File: config.mk
export PLATFORM = sky130hd
export DESIGN_NAME = bcgc_top
export DESIGN_NICKNAME = d
export VERILOG_FILES = /design/src/bcgc_pkg.sv /design/src/bcgc_flag_if.sv /design/src/bcgc_sync.sv /design/src/bcgc_top.sv
export SDC_FILE = /design/constraint.sdc
export NUM_CORES = 1
export LEC_CHECK = 0
export ABC_AREA = 0
export BUFFER_PORTS_ARGS = -buffer_cell sky130_fd_sc_hd__buf_2
export CAP_MARGIN = 20
export CORE_UTILIZATION = 63
export CTS_CLUSTER_DIAMETER = 40
export DETAILED_ROUTE_END_ITERATION = 10
export PLACE_DENSITY = 0.87
export REMOVE_ABC_BUFFERS = 1
export SLEW_MARGIN = 20
export SYNTH_ARGS = -nofsm -noshare
export SYNTH_HDL_FRONTEND = slang
export SYNTH_SLANG_ARGS = --single-unit
export TNS_END_PERCENT = 10
File: constraint.sdc
create_clock -name CLK -period 12.6 [get_ports CLK]
set_clock_uncertainty 0.15 [all_clocks]
set_input_delay 3.15 -clock CLK [delete_from_list [all_inputs] [get_ports CLK]]
set_output_delay 3.15 -clock CLK [all_outputs]
set_load 0.01 [all_outputs]
File: src/bcgc_pkg.sv
// package of constants for the buck charger gate control
package bcgc_pkg;
    localparam int unsigned CLK_MHZ = 100;
    localparam int unsigned SS_STEPS = 8;
    localparam int unsigned SS_STEP_US = 1600;
    localparam int unsigned SS_STEP_CYC = SS_STEP_US * CLK_MHZ;
    localparam int unsigned SW_PERIOD_CYC = 166;
    localparam int unsigned DUTY_MAX_PERMIL = 995;
    localparam int unsigned DUTY_MAX_CYC = (SW_PERIOD_CYC * DUTY_MAX_PERMIL) / 1000;
    localparam int unsigned DEAD_NS = 30;
    localparam int unsigned DEAD_CYC = (DEAD_NS * CLK_MHZ + 999) / 1000;
    localparam int unsigned REFRESH_NS = 80;
    localparam int unsigned REFRESH_CYC = (REFRESH_NS * CLK_MHZ) / 1000;
    localparam int unsigned BOOT_LOW_CYCLES = 3;
    localparam int unsigned CNT_W = 8;
    localparam int unsigned TGT_W = 8;
    localparam int unsigned FLAG_W = 7;
    localparam logic [FLAG_W-1:0] FLAG_RST = 7'h00;
    typedef enum logic [1:0] {
        BCGC_OFF,
        BCGC_HIGH,
        BCGC_DEAD,
        BCGC_LOW
    } bcgc_phase_t;
endpackage : bcgc_pkg

File: src/bcgc_flag_if.sv
// interface carrying synchronised comparator flags
`timescale 1ns/1ns
interface bcgc_flag_if;
    logic [bcgc_pkg::FLAG_W-1:0] flags;
    modport src (output flags);
    modport dst (input flags);
endinterface : bcgc_flag_if

File: src/bcgc_sync.sv
// two-stage synchroniser for the comparator flags
`timescale 1ns/1ns
module bcgc_sync (
    input wire logic CLK,
    input wire logic RST_N,
    input wire logic CE,
    input wire logic [bcgc_pkg::FLAG_W-1:0] raw,
    bcgc_flag_if.src out
);
    import bcgc_pkg::*;
    logic [FLAG_W-1:0] meta_r;
    logic [FLAG_W-1:0] sync_r;
    always_ff @(posedge CLK or negedge RST_N) begin
        if (!RST_N) begin
            meta_r <= FLAG_RST;
            sync_r <= FLAG_RST;
        end else if (CE) begin
            meta_r <= raw;
            sync_r <= meta_r;
        end
    end
    assign out.flags = sync_r;
endmodule : bcgc_sync

File: src/bcgc_top.sv
// gate sequencing for the synchronous buck charger
// Behaviour
// - soft-start target in eight 1.6ms steps
// - zero duty below ramp, full above
// - cap high-side duty near 99.5 percent
// - bootstrap low three cycles forces refresh
// - sense above 5mV gives synchronous switching
// - 30ns dead time between gate transitions
// - below 5mV, low battery, low average: non-sync
// - DCM bootstrap low gives 80ns low pulse
// - zero duty keeps high gate off; low gate stays on in sync mode
// - sense drop ends low-side for cycle
// - over-voltage disables charge, selects battery
// - cycles from fixed oscillator only
`timescale 1ns/1ns
module bcgc_top #(
    parameter int unsigned TGT_PROG = 255,
    parameter int unsigned STEP_CYC = bcgc_pkg::SS_STEP_CYC
) (
    input wire logic CLK,
    input wire logic RST_N,
    input wire logic CE,
    input wire logic FAST_CHARGE,
    input wire logic PWM_DEMAND,
    input wire logic ERR_ABOVE_PEAK,
    input wire logic ERR_BELOW_RAMP,
    input wire logic SENSE_ABOVE_5MV,
    input wire logic SENSE_AVG_LOW,
    input wire logic BATTERY_BELOW_2V,
    input wire logic BOOTSTRAP_LOW,
    input wire logic INPUT_OVERVOLTAGE,
    output logic HIGH_GATE,
    output logic LOW_GATE,
    output logic CHARGE_ENABLE,
    output logic BATTERY_PATH,
    output logic SYNC_MODE,
    output logic [bcgc_pkg::TGT_W-1:0] CURRENT_TARGET
);
    import bcgc_pkg::*;
    bcgc_flag_if fl ();
    logic [FLAG_W-1:0] raw;
    assign raw = {INPUT_OVERVOLTAGE, BOOTSTRAP_LOW, BATTERY_BELOW_2V, SENSE_AVG_LOW,
                  SENSE_ABOVE_5MV, ERR_BELOW_RAMP, ERR_ABOVE_PEAK};
    bcgc_sync u_sync (
        .CLK(CLK),
        .RST_N(RST_N),
        .CE(CE),
        .raw(raw),
        .out(fl)
    );
    logic above_peak, below_ramp, sense_ok, avg_low, bat_low, boot_low, ovp;
    assign above_peak = fl.flags[0];
    assign below_ramp = fl.flags[1];
    assign sense_ok = fl.flags[2];
    assign avg_low = fl.flags[3];
    assign bat_low = fl.flags[4];
    assign boot_low = fl.flags[5];
    assign ovp = fl.flags[6];

    logic [CNT_W-1:0] per_r;
    logic cyc_start;
    assign cyc_start = (per_r == CNT_W'(SW_PERIOD_CYC - 1));
    always_ff @(posedge CLK or negedge RST_N) begin
        if (!RST_N) begin
            per_r <= '0;
        end else if (CE) begin
            per_r <= cyc_start ? '0 : per_r + 1'b1;
        end
    end

    logic chg_en;
    assign chg_en = !ovp;
    always_ff @(posedge CLK or negedge RST_N) begin
        if (!RST_N) begin
            CHARGE_ENABLE <= 1'b0;
            BATTERY_PATH <= 1'b1;
        end else if (CE) begin
            CHARGE_ENABLE <= chg_en;
            BATTERY_PATH <= ovp;
        end
    end

    logic fc_d_r;
    logic [3:0] step_r;
    logic [31:0] step_cnt_r;
    always_ff @(posedge CLK or negedge RST_N) begin
        if (!RST_N) begin
            fc_d_r <= 1'b0;
            step_r <= '0;
            step_cnt_r <= '0;
        end else if (CE) begin
            fc_d_r <= FAST_CHARGE && chg_en;
            if (!(FAST_CHARGE && chg_en) || !fc_d_r) begin
                step_r <= '0;
                step_cnt_r <= '0;
            // last step holds; one more would wrap the target
            end else if (step_r < 4'(SS_STEPS - 1)) begin
                if (step_cnt_r == STEP_CYC - 1) begin
                    step_cnt_r <= '0;
                    step_r <= step_r + 1'b1;
                end else begin
                    step_cnt_r <= step_cnt_r + 1'b1;
                end
            end
        end
    end
    always_ff @(posedge CLK or negedge RST_N) begin
        if (!RST_N) begin
            CURRENT_TARGET <= '0;
        end else if (CE) begin
            CURRENT_TARGET <= TGT_W'((TGT_PROG * (32'(step_r) + 1)) / SS_STEPS);
            if (!fc_d_r) begin
                CURRENT_TARGET <= '0;
            end
        end
    end

    logic sync_mode;
    assign sync_mode = sense_ok && !bat_low && !avg_low;
    always_ff @(posedge CLK or negedge RST_N) begin
        if (!RST_N) begin
            SYNC_MODE <= 1'b0;
        end else if (CE) begin
            SYNC_MODE <= sync_mode;
        end
    end

    logic [1:0] boot_cyc_r;
    logic force_refresh;
    assign force_refresh = (boot_cyc_r == 2'(BOOT_LOW_CYCLES)) && boot_low;
    always_ff @(posedge CLK or negedge RST_N) begin
        if (!RST_N) begin
            boot_cyc_r <= '0;
        end else if (CE && cyc_start) begin
            if (!boot_low) begin
                boot_cyc_r <= '0;
            end else if (boot_cyc_r != 2'(BOOT_LOW_CYCLES)) begin
                boot_cyc_r <= boot_cyc_r + 1'b1;
            end
        end
    end

    logic high_req;
    always_comb begin
        high_req = 1'b0;
        if (!chg_en || below_ramp) begin
            high_req = 1'b0;
        end else if (above_peak || PWM_DEMAND) begin
            // limit leaves the high side off for one count of every period
            high_req = per_r < CNT_W'(DUTY_MAX_CYC);
        end
    end

    // under-current cut for rest of cycle
    logic low_cut_r;
    always_ff @(posedge CLK or negedge RST_N) begin
        if (!RST_N) begin
            low_cut_r <= 1'b0;
        end else if (CE) begin
            // a drop on the period edge still cuts: set wins over the clear
            if (!sense_ok) begin
                low_cut_r <= 1'b1;
            end else if (cyc_start) begin
                low_cut_r <= 1'b0;
            end
        end
    end

    logic refresh_done_r;
    logic [CNT_W-1:0] ph_cnt_r;
    bcgc_phase_t phase_r;
    logic want_low;
    assign want_low = chg_en && sync_mode && !low_cut_r && !high_req;
    always_ff @(posedge CLK or negedge RST_N) begin
        if (!RST_N) begin
            refresh_done_r <= 1'b0;
        end else if (CE) begin
            if (cyc_start) begin
                refresh_done_r <= 1'b0;
            end else if (phase_r == BCGC_LOW && !want_low) begin
                refresh_done_r <= 1'b1;
            end
        end
    end
    logic want_refresh;
    // forced refresh must not wait for the high request to drop under full duty
    assign want_refresh = chg_en && !refresh_done_r
                          && (force_refresh || (boot_low && !high_req));

    logic pulse_r;
    always_ff @(posedge CLK or negedge RST_N) begin
        if (!RST_N) begin
            phase_r <= BCGC_OFF;
            ph_cnt_r <= '0;
            pulse_r <= 1'b0;
        end else if (CE) begin
            ph_cnt_r <= ph_cnt_r + 1'b1;
            unique case (phase_r)
                BCGC_OFF: begin
                    if (high_req && !force_refresh) begin
                        phase_r <= BCGC_HIGH;
                    end else if (want_low || want_refresh) begin
                        phase_r <= BCGC_LOW;
                        ph_cnt_r <= '0;
                        // refresh entry runs the full pulse even after the flag clears
                        pulse_r <= !want_low;
                    end
                end
                BCGC_HIGH: begin
                    if (!high_req || force_refresh) begin
                        phase_r <= BCGC_DEAD;
                        ph_cnt_r <= '0;
                    end
                end
                BCGC_DEAD: begin
                    if (ph_cnt_r >= CNT_W'(DEAD_CYC - 1)) begin
                        phase_r <= BCGC_OFF;
                    end
                end
                BCGC_LOW: begin
                    if (!want_low && (!pulse_r || ph_cnt_r >= CNT_W'(REFRESH_CYC - 1))) begin
                        phase_r <= BCGC_DEAD;
                        ph_cnt_r <= '0;
                    end
                end
            endcase
        end
    end
    always_ff @(posedge CLK or negedge RST_N) begin
        if (!RST_N) begin
            HIGH_GATE <= 1'b0;
            LOW_GATE <= 1'b0;
        end else if (CE) begin
            HIGH_GATE <= (phase_r == BCGC_HIGH) && high_req && !force_refresh;
            LOW_GATE <= (phase_r == BCGC_LOW) && chg_en;
        end
    end
endmodule : bcgc_top

==> results, run 1 <==
- The number of setup buffers added after CTS is 0.
- The met2 track demand over resource in global routing is 0.391.
- In the routed layout, each cell is associated on average with a via count of 5.84.
- The type of the tightest min-delay check is reg2reg.
- Of all cell types, the one taking the most synthesized area is dfrtp_1.
- The top fanout value on the critical path is 42.
- The maximum number of pins on one net before global-route repair is 88.
- Routability-driven placement finished with a final weighted congestion of 0.796.
- Detailed placement finished with a half-perimeter wire length of 6.49 mm.
- The post-cts resize count is 0.
- STA classifies the critical path startpoint as an input pin.
- In this run, synthesis inferred 0 flip-flops with an integrated enable.
- The number of nets in the finished design is 560.
- The post-detailed-route count of antenna-violating nets is 0.
- The number of antenna violations at the first check in global routing was 0.
- Among all cell types in the netlist, the one instantiated most often is dfrtp_1.
- Yosys printed 0 warnings.
- The total placed cells including tap cells is 603.
- The met1 track utilization from global routing is 0.327.
- In this run the cell area of the synthesized design comes to 4940 µm².
- TritonCTS built the clock tree.
- The final cycle utilization of the critical path is 0.467.
- For the worst setup path, the data required time is 12.72 ns.
- By count the netlist is led by dfrtp_1 (86), nor2_1 (53), nand2_1 (48), inv_1 (32).
- The cell area after placement is 5120 µm².
- The number of setup violations in the final report is 0.
- The post-route standard cell area excluding fillers is 5340 µm².
- The final route contains 3612 vias.
- The post-place setup slack is 6.31 ns.
- The quantity of hold-fixing buffers added after cts is 0.
- The clock net in this run drives a total of 87 sinks.
- The chip width is 90.5 µm.
- The area growth from synthesis to layout is 8.16%.
- For the pin with the worst max-slew slack, the measured transition is 1.03 ns.
- The aggregate global routing overflow is 0.
- Summed over all layers, the routed wires come to 9.26 mm.
- The initial utilization of the core area, before any placement, comes to 0.667.
- Setup repair after global routing left no endpoint under its margin.
- At the later pin of the worst-skew pair, clock insertion delay measures 0.36 ns.
- Static timing analysis puts the maximum clock frequency at 170 MHz.
- The count of final hold-check violations is 0.
- The floorplan row count is 31.
- Dividing total power by cell area gives a power density of 129 nW/µm².
- The repair_antennas step left the layout with diodes totalling 0.
- The flow ran to the end, and the final reports show no timing, DRC or antenna violations.
- In the final timing run, aggregate negative setup slack is 0 ns.
- The number of synthesized register bits is 87.
- The number of top-level pins is 25.
- Counting every instance in the synthesized netlist gives 492.
- The mean cell area of the mapped netlist is 10.0 µm².
- Final hold analysis gives a worst-case slack of 0.344 ns.
- The number of global-route vias before repair is 3449.
- The design draws 0.690 mW.
- During placement, the flow inserted port buffers numbering 24.
- The clock period minus final worst setup slack is 5.89 ns.
- At the worst endpoint, the arrival time is 6.01 ns.
- Summed over all cells, the static leakage comes to 2.45 nW.
- The max-slew violation count is 0.
- The detailed-router iteration count before antenna repair is 5.
- The core occupancy in the finished layout is 0.721.
- From bottom edge to top edge, the die measures 90.5 µm.
- The number of CTS-inserted buffers is 9.
- The first global-routing pass estimated 15.8 mm of wire.
- The worst path meets setup with 6.71 ns of slack.
- The residual DRC count is 0.
- The fraction of final layout cells with drive strength greater than 1 is 0.152.
- The tool flagged a number of max-cap violations equal to 0.
- The routing layer with the top usage in global route is met2.
- For this run, the total global-route usage over all layers was measured as 0.243.
- The worst setup path is captured at a register.
- The share of the synthesized area in the top cell type is 0.436.
- After synthesis, the share of flip-flops with an asynchronous set or reset is 1.00.
- In the final routed layout, each cell accounts on average for 15.0 µm.
- The CTS H-tree depth is 3.
- The number of standard cells in the layout, taps in and fillers out is 619.
- The tree is rooted in a clkbuf_8.
- The worst pin sits at a relative slew slack of 0.314.
- Ranked by total cell area, the synthesized netlist is headed by dfrtp_1 (44%), ha_1 (5.8%), xor2_1 (4.8%).
- No sink is reached through more buffers than the 2 on the longest clock path.
- The count of different cell masters after synthesis is 69.
- The clock-pin slew on the worst setup and hold paths is 0.09 ns.
- The die covers 8200 µm².
- The share of the yosys chip area belonging to registers is 0.441.
- For this run, the leading register cell type out of synthesis is dfrtp_1.
- Across the VDD grid, the largest voltage drop is 0.0000805 V.
- The core outline area is 7410 µm².
- The fraction of met3 tracks used by global routing is 0.0362.
- The count of routing violations after the opening detailed-route iteration is 231.
- The critical path class is in2reg.
==> layout make-up <==
cell class / count / area, µm²
multi-input combinational: 360 / 2570
sequential: 87 / 2180
fill: 529 / 2070
clock buffer: 11 / 151
timing repair buffer: 24 / 126
inverter: 33 / 124
tap: 99 / 124
clock inverter: 5 / 63.8
==> kinds of logic (layout without fill, tap and decap cells) <==
group / after synthesis / in the layout / share of synthesized area
mux: 18 / 18 / 0.0408
flops: 87 / 87 / 0.441
simple gates: 183 / 183 / 0.186
fa+ha+maj: 33 / 33 / 0.0988
compound gates: 87 / 87 / 0.126
xor+xnor: 39 / 39 / 0.0692
buf+inv: 45 / 73 / 0.0378
==> power breakdown <==
| group | switching (mW) | total (mW) | internal [mW] |
|---|---|---|---|
| sequential | 0.0359 | 0.346 | 0.310 |
| clock | 0.103 | 0.207 | 0.104 |
| combinational | 0.0768 | 0.138 | 0.0612 |
| total | 0.216 | 0.690 | 0.475 |
==> final timing paths <==
| path | from | to | slack (ns) | depth (start not counted) |
|---|---|---|---|---|
| min | CURRENT_TARGET[7]$_DFFE_PN0P_ | CURRENT_TARGET[7]$_DFFE_PN0P_ | 0.34 | 1 |
| max in group asynchronous | RST_N | step_r[3]$_DFFE_PN0P_ | 9.10 | 1 |
| min reg2reg | CURRENT_TARGET[7]$_DFFE_PN0P_ | CURRENT_TARGET[7]$_DFFE_PN0P_ | 0.34 | 1 |
| max reg2reg | step_r[0]$_DFFE_PN0P_ | CURRENT_TARGET[7]$_DFFE_PN0P_ | 7.89 | 14 |
| min in group asynchronous | RST_N | ph_cnt_r[7]$_DFFE_PN0P_ | 2.66 | 1 |
| max | CE | step_r[0]$_DFFE_PN0P_ | 6.71 | 6 |
==> cells in the final DEF, fill, tap and decap left out, types with 7 or more instances in the layout <==
cell type / instances
nand4_1: 10
nor2b_1: 7
o2bb2ai_1: 8
nand2_1: 48
nor3_1: 8
dfrtp_1: 86
mux2_2: 17
ha_1: 23
inv_1: 32
xnor2_1: 12
fa_1: 10
a21oi_1: 12
and3_1: 8
xor2_1: 27
buf_2: 23
nand3_1: 14
nor2_1: 53
clkbuf_8: 11
o21ai_0: 27
==> critical path, cell delays in order <==
cell	delay, ns
buf_2	0.60
clkinv_1	0.66
nor2_1	0.45
and2_1	0.87
nand3_1	0.14
o21ai_0	0.10
==> routing by layer <==
layer	vias to the layer above	part of all wire
met1	1787	0.46
met5	-	0
li1	1742	-
met4	0	0.016
met2	73	0.49
met3	10	0.029
==> flip-flops by register name (all words and copies together), names as in the netlist, 2 cells and up <==
name / cells
phase_r: 2
boot_cyc_r: 2
CURRENT_TARGET: 8
ph_cnt_r: 8
step_r: 4
step_cnt_r: 32
u_sync.meta_r: 7
u_sync.out.flags: 7
per_r: 8
Power figures use the tool's default switching activity.
==> run 2, diff against run 1 <==
--- a/config.mk
+++ b/config.mk
@@ -8,10 +8,10 @@
 export ABC_AREA = 0
 export BUFFER_PORTS_ARGS = -buffer_cell sky130_fd_sc_hd__buf_2
 export CAP_MARGIN = 20
-export CORE_UTILIZATION = 63
+export CORE_UTILIZATION = 56
 export CTS_CLUSTER_DIAMETER = 40
 export DETAILED_ROUTE_END_ITERATION = 10
-export PLACE_DENSITY = 0.87
+export PLACE_DENSITY = 0.82
 export REMOVE_ABC_BUFFERS = 1
 export SLEW_MARGIN = 20
 export SYNTH_ARGS = -nofsm -noshare
==> constraint.sdc (replaced) <==
create_clock -name CLK -period 4.85 [get_ports CLK]
set_clock_uncertainty 0.15 [all_clocks]
set_input_delay 1.2125 -clock CLK [delete_from_list [all_inputs] [get_ports CLK]]
set_output_delay 1.2125 -clock CLK [all_outputs]
set_load 0.01 [all_outputs]
==> run 2 against run 1 <==
  * Routed wire length is 0.48% higher
  * First-iteration DRC count shrank 6.5%
  * Worst hold slack got worse by 0.0054 ns
  * Non-clock buffer count is 3 higher
  * Clock-buffer cell count shrank 2
  * Flip-flop and latch count stayed put
  * Sequential share of layout area is essentially flat
  * Largest power group unchanged
==> results, run 2 (synthesis gave the netlist of run 1 again) <==
- The core outline area is 8380 µm² (was 7410 µm²).
- The routed via count was 3599 (was 3612).
- The worst reg2reg path depth is 14 (unchanged).
- The power density relative to cell area is 324 nW/µm² (was 129 nW/µm²).
- Crit-path cells: ha_1 -> xor2_1 -> inv_1 -> fa_1 -> fa_1 -> fa_1 -> inv_1 -> ha_1 -> a21o_1 -> a211oi_1 -> nor2_1 -> o41ai_1 -> xnor2_1 -> o2bb2ai_1 (was buf_2 -> clkinv_1 -> nor2_1 -> and2_1 -> nand3_1 -> o21ai_0).
- The number of stages on the worst hold path is 1 (unchanged).
- The half-perimeter wire length of the detailed placement result came to 6.54 mm (was 6.49 mm).
- The signal arrival time at the worst endpoint came to 4.51 ns (was 6.01 ns).
- The post-cts resize count was 0 (unchanged).
- The max-slew violation count is 0 (unchanged).
- The root buffer selected by CTS was clkbuf_8 (unchanged).
- The type of the tightest min-delay check is reg2reg (unchanged).
- The vias per cell is 5.73 (was 5.84).
- Based on the critical path, the design can be clocked at up to 227 MHz.
- The maximum root-to-sink buffer count came to 2 (unchanged).
- The post-place setup slack is 0.446 ns (was 6.31 ns).
- The required time of the critical path is 4.95 ns (was 12.72 ns).
- The smallest clock period supported by the final layout is computed as 4.41 ns.
- The total routed wirelength is 9.30 mm (was 9.26 mm).
- The CTS H-tree depth is 3 (unchanged).
- The maximum number of pins on one net before global-route repair is 88 (unchanged).
- The number of max-cap violations is 0 (unchanged).
- Unrepaired setup endpoints after global routing: false (unchanged).
- The type of destination of the critical path was a register (unchanged).
- The post-detailed-route count of antenna-violating nets is 0 (unchanged).
- The floorplan row count is 33 (was 31).
- The wire length of the first global-routing pass came to 15.9 mm (was 15.8 mm).
- The setup TNS after final layout was 0 ns (unchanged).
- The post-route worst setup slack is 0.439 ns (was 6.71 ns).
- The count of routing violations after the opening detailed-route iteration is 216 (was 231).
- The chip width is 95.9 µm (was 90.5 µm).
- The aggregate global routing overflow is 0 (unchanged).
- The antenna cell count is 0 (unchanged).
- The stage delay of the slowest cell on the critical path is 0.66 ns (was 0.87 ns).
- The worst hold-check slack is 0.339 ns (was 0.344 ns).
- The flip-flop count of the largest register, all copies and words added is 32 (unchanged).
- The clock latency at the later pin of the worst-skew pair is 0.37 ns (was 0.36 ns).
- The number of CTS-inserted buffers was 9 (unchanged).
- The count of final hold-check violations came to 0 (unchanged).
- The register with the most flip-flops is step_cnt_r (unchanged).
- The die height is 95.9 µm (was 90.5 µm).
- The total routing resource utilization after global routing is 0.226 (was 0.243).
- The quantity of hold-fixing buffers added after cts is 0 (unchanged).
- The worst IR drop on VDD is 0.000178 V (was 0.0000805 V).
- The leading cell type in the layout, fill and taps excluded was dfrtp_1 (unchanged).
- The critical path class is reg2reg (was in2reg).
- The worst max-slew margin expressed relative to the limit came to 0.309 (was 0.314).
- In the finished design, the share of the clock period the worst path needs comes to 0.909.
- The total placed cells including tap cells was 612 (was 603).
- Most used cells in the layout excluding fill and tap cells: dfrtp_1 (86), nor2_1 (53), nand2_1 (48) (unchanged).
- Status: finished clean (unchanged).
- The fraction of final layout cells with drive strength greater than 1 was 0.157 (was 0.152).
- The number of clock sinks seen by CTS was 87 (unchanged).
- The number of setup buffers added after CTS is 0 (unchanged).
- The highest-delay cell along the critical path was fa_1 (was and2_1).
- The clock-pin slew on the worst setup and hold paths is 0.11 ns (was 0.09 ns).
- The top fanout value on the critical path is 4 (was 42).
- The detailed-router iteration count before antenna repair was 4 (was 5).
- The dominant cell type by count on the critical path is fa_1.
- The post-route standard cell area excluding fillers is 5340 µm² (about the same).
- The number of setup violations in the final report came to 0 (unchanged).
- The pin slew with the least headroom to its limit came to 1.04 ns (was 1.03 ns).
- The count of buffers inserted at the top-level ports is 24 (unchanged).
- The number of inserted filler cells in the final layout is 679 (was 529).
- The core occupancy in the finished layout is 0.637 (was 0.721).
- The startpoint type of the worst setup path is a register (was input pin).
- The routability-driven placement congestion ratio came to 0.813 (was 0.796).
- The number of standard cells in the layout, taps in and fillers out is 628 (was 619).
- The number of top-level pins is 25 (unchanged).
- The CTS tree is done (unchanged).
- The routed wirelength normalized by instance count is 14.8 µm (was 15.0 µm).
- The number of global-route vias before repair is 3489 (was 3449).
- The cell area after placement was 5150 µm² (was 5120 µm²).
- The growth of design area from synthesis to finish is 8.06% (was 8.16%).
- The leakage power came to 2.45 nW (about the same).
- The area enclosed by the die boundary is 9200 µm² (was 8200 µm²).
- The number of antenna violations at the first check in global routing was 0 (unchanged).
- The total power is 1.73 mW (was 0.690 mW).
- The effective utilization at floorplan came to 0.589 (was 0.667).
- The number of nets in the finished design is 563 (was 560).
- The residual DRC count is 0 (unchanged).
run 2: cell count changes in the layout (fill, tap and decap cells not counted):
cell and delta:
clkinv_4 +1, clkinv_2 +1, buf_4 +3, clkbuf_8 -2, bufinv_16 -1, inv_6 +1
run 2: worst paths after layout:
| path | slack [ns] | endpoint | from |
|---|---|---|---|
| max | 0.44 | CURRENT_TARGET[7]$_DFFE_PN0P_ | step_r[1]$_DFFE_PN0P_ |
| min | 0.34 | CURRENT_TARGET[5]$_DFFE_PN0P_ | CURRENT_TARGET[5]$_DFFE_PN0P_ |
| max reg2reg | 0.44 | CURRENT_TARGET[7]$_DFFE_PN0P_ | step_r[1]$_DFFE_PN0P_ |
| min reg2reg | 0.34 | CURRENT_TARGET[5]$_DFFE_PN0P_ | CURRENT_TARGET[5]$_DFFE_PN0P_ |
| max in group asynchronous | 3.26 | step_cnt_r[25]$_DFFE_PN0P_ | RST_N |
| min in group asynchronous | 0.73 | u_sync.out.flags[5]$_DFFE_PN0P_ | RST_N |
run 2: worst max-delay path: cells and delay by family (launching register included):
family          cells  cell delay [ns]
buf+inv             2             0.18
simple gates        1             0.09
xor+xnor            2             0.45
flops               1             0.42
compound gates      4             0.83
fa+ha+maj           5             2.19
run 2: metal layers:
layer  GRT usage  part of all wire  vias to the layer above
li1            -                 -                     1749
met5           0                 0                        -
met3      0.0348             0.031                       13
met2       0.361              0.48                       70
met4      0.0896             0.016                        0
met1       0.312              0.48                     1767
run 2: layout make-up:
type                    count  area, µm²  share of cell area
clock buffers               9        124              0.0232
clock inverters             7       56.3              0.0106
inverters                  33        124              0.0232
multi-input cells         360       2570               0.482
flip-flops and latches     87       2180               0.408
well taps                 105        131              0.0246
repair buffers             27        149              0.0279
run 2: power by group:
part	internal, mW	leakage [nW]	switching (mW)
sequential	0.805	1.14	0.0932
clock	0.191	0.0902	0.276
combinational	0.161	1.21	0.201
total	1.16	2.45	0.571
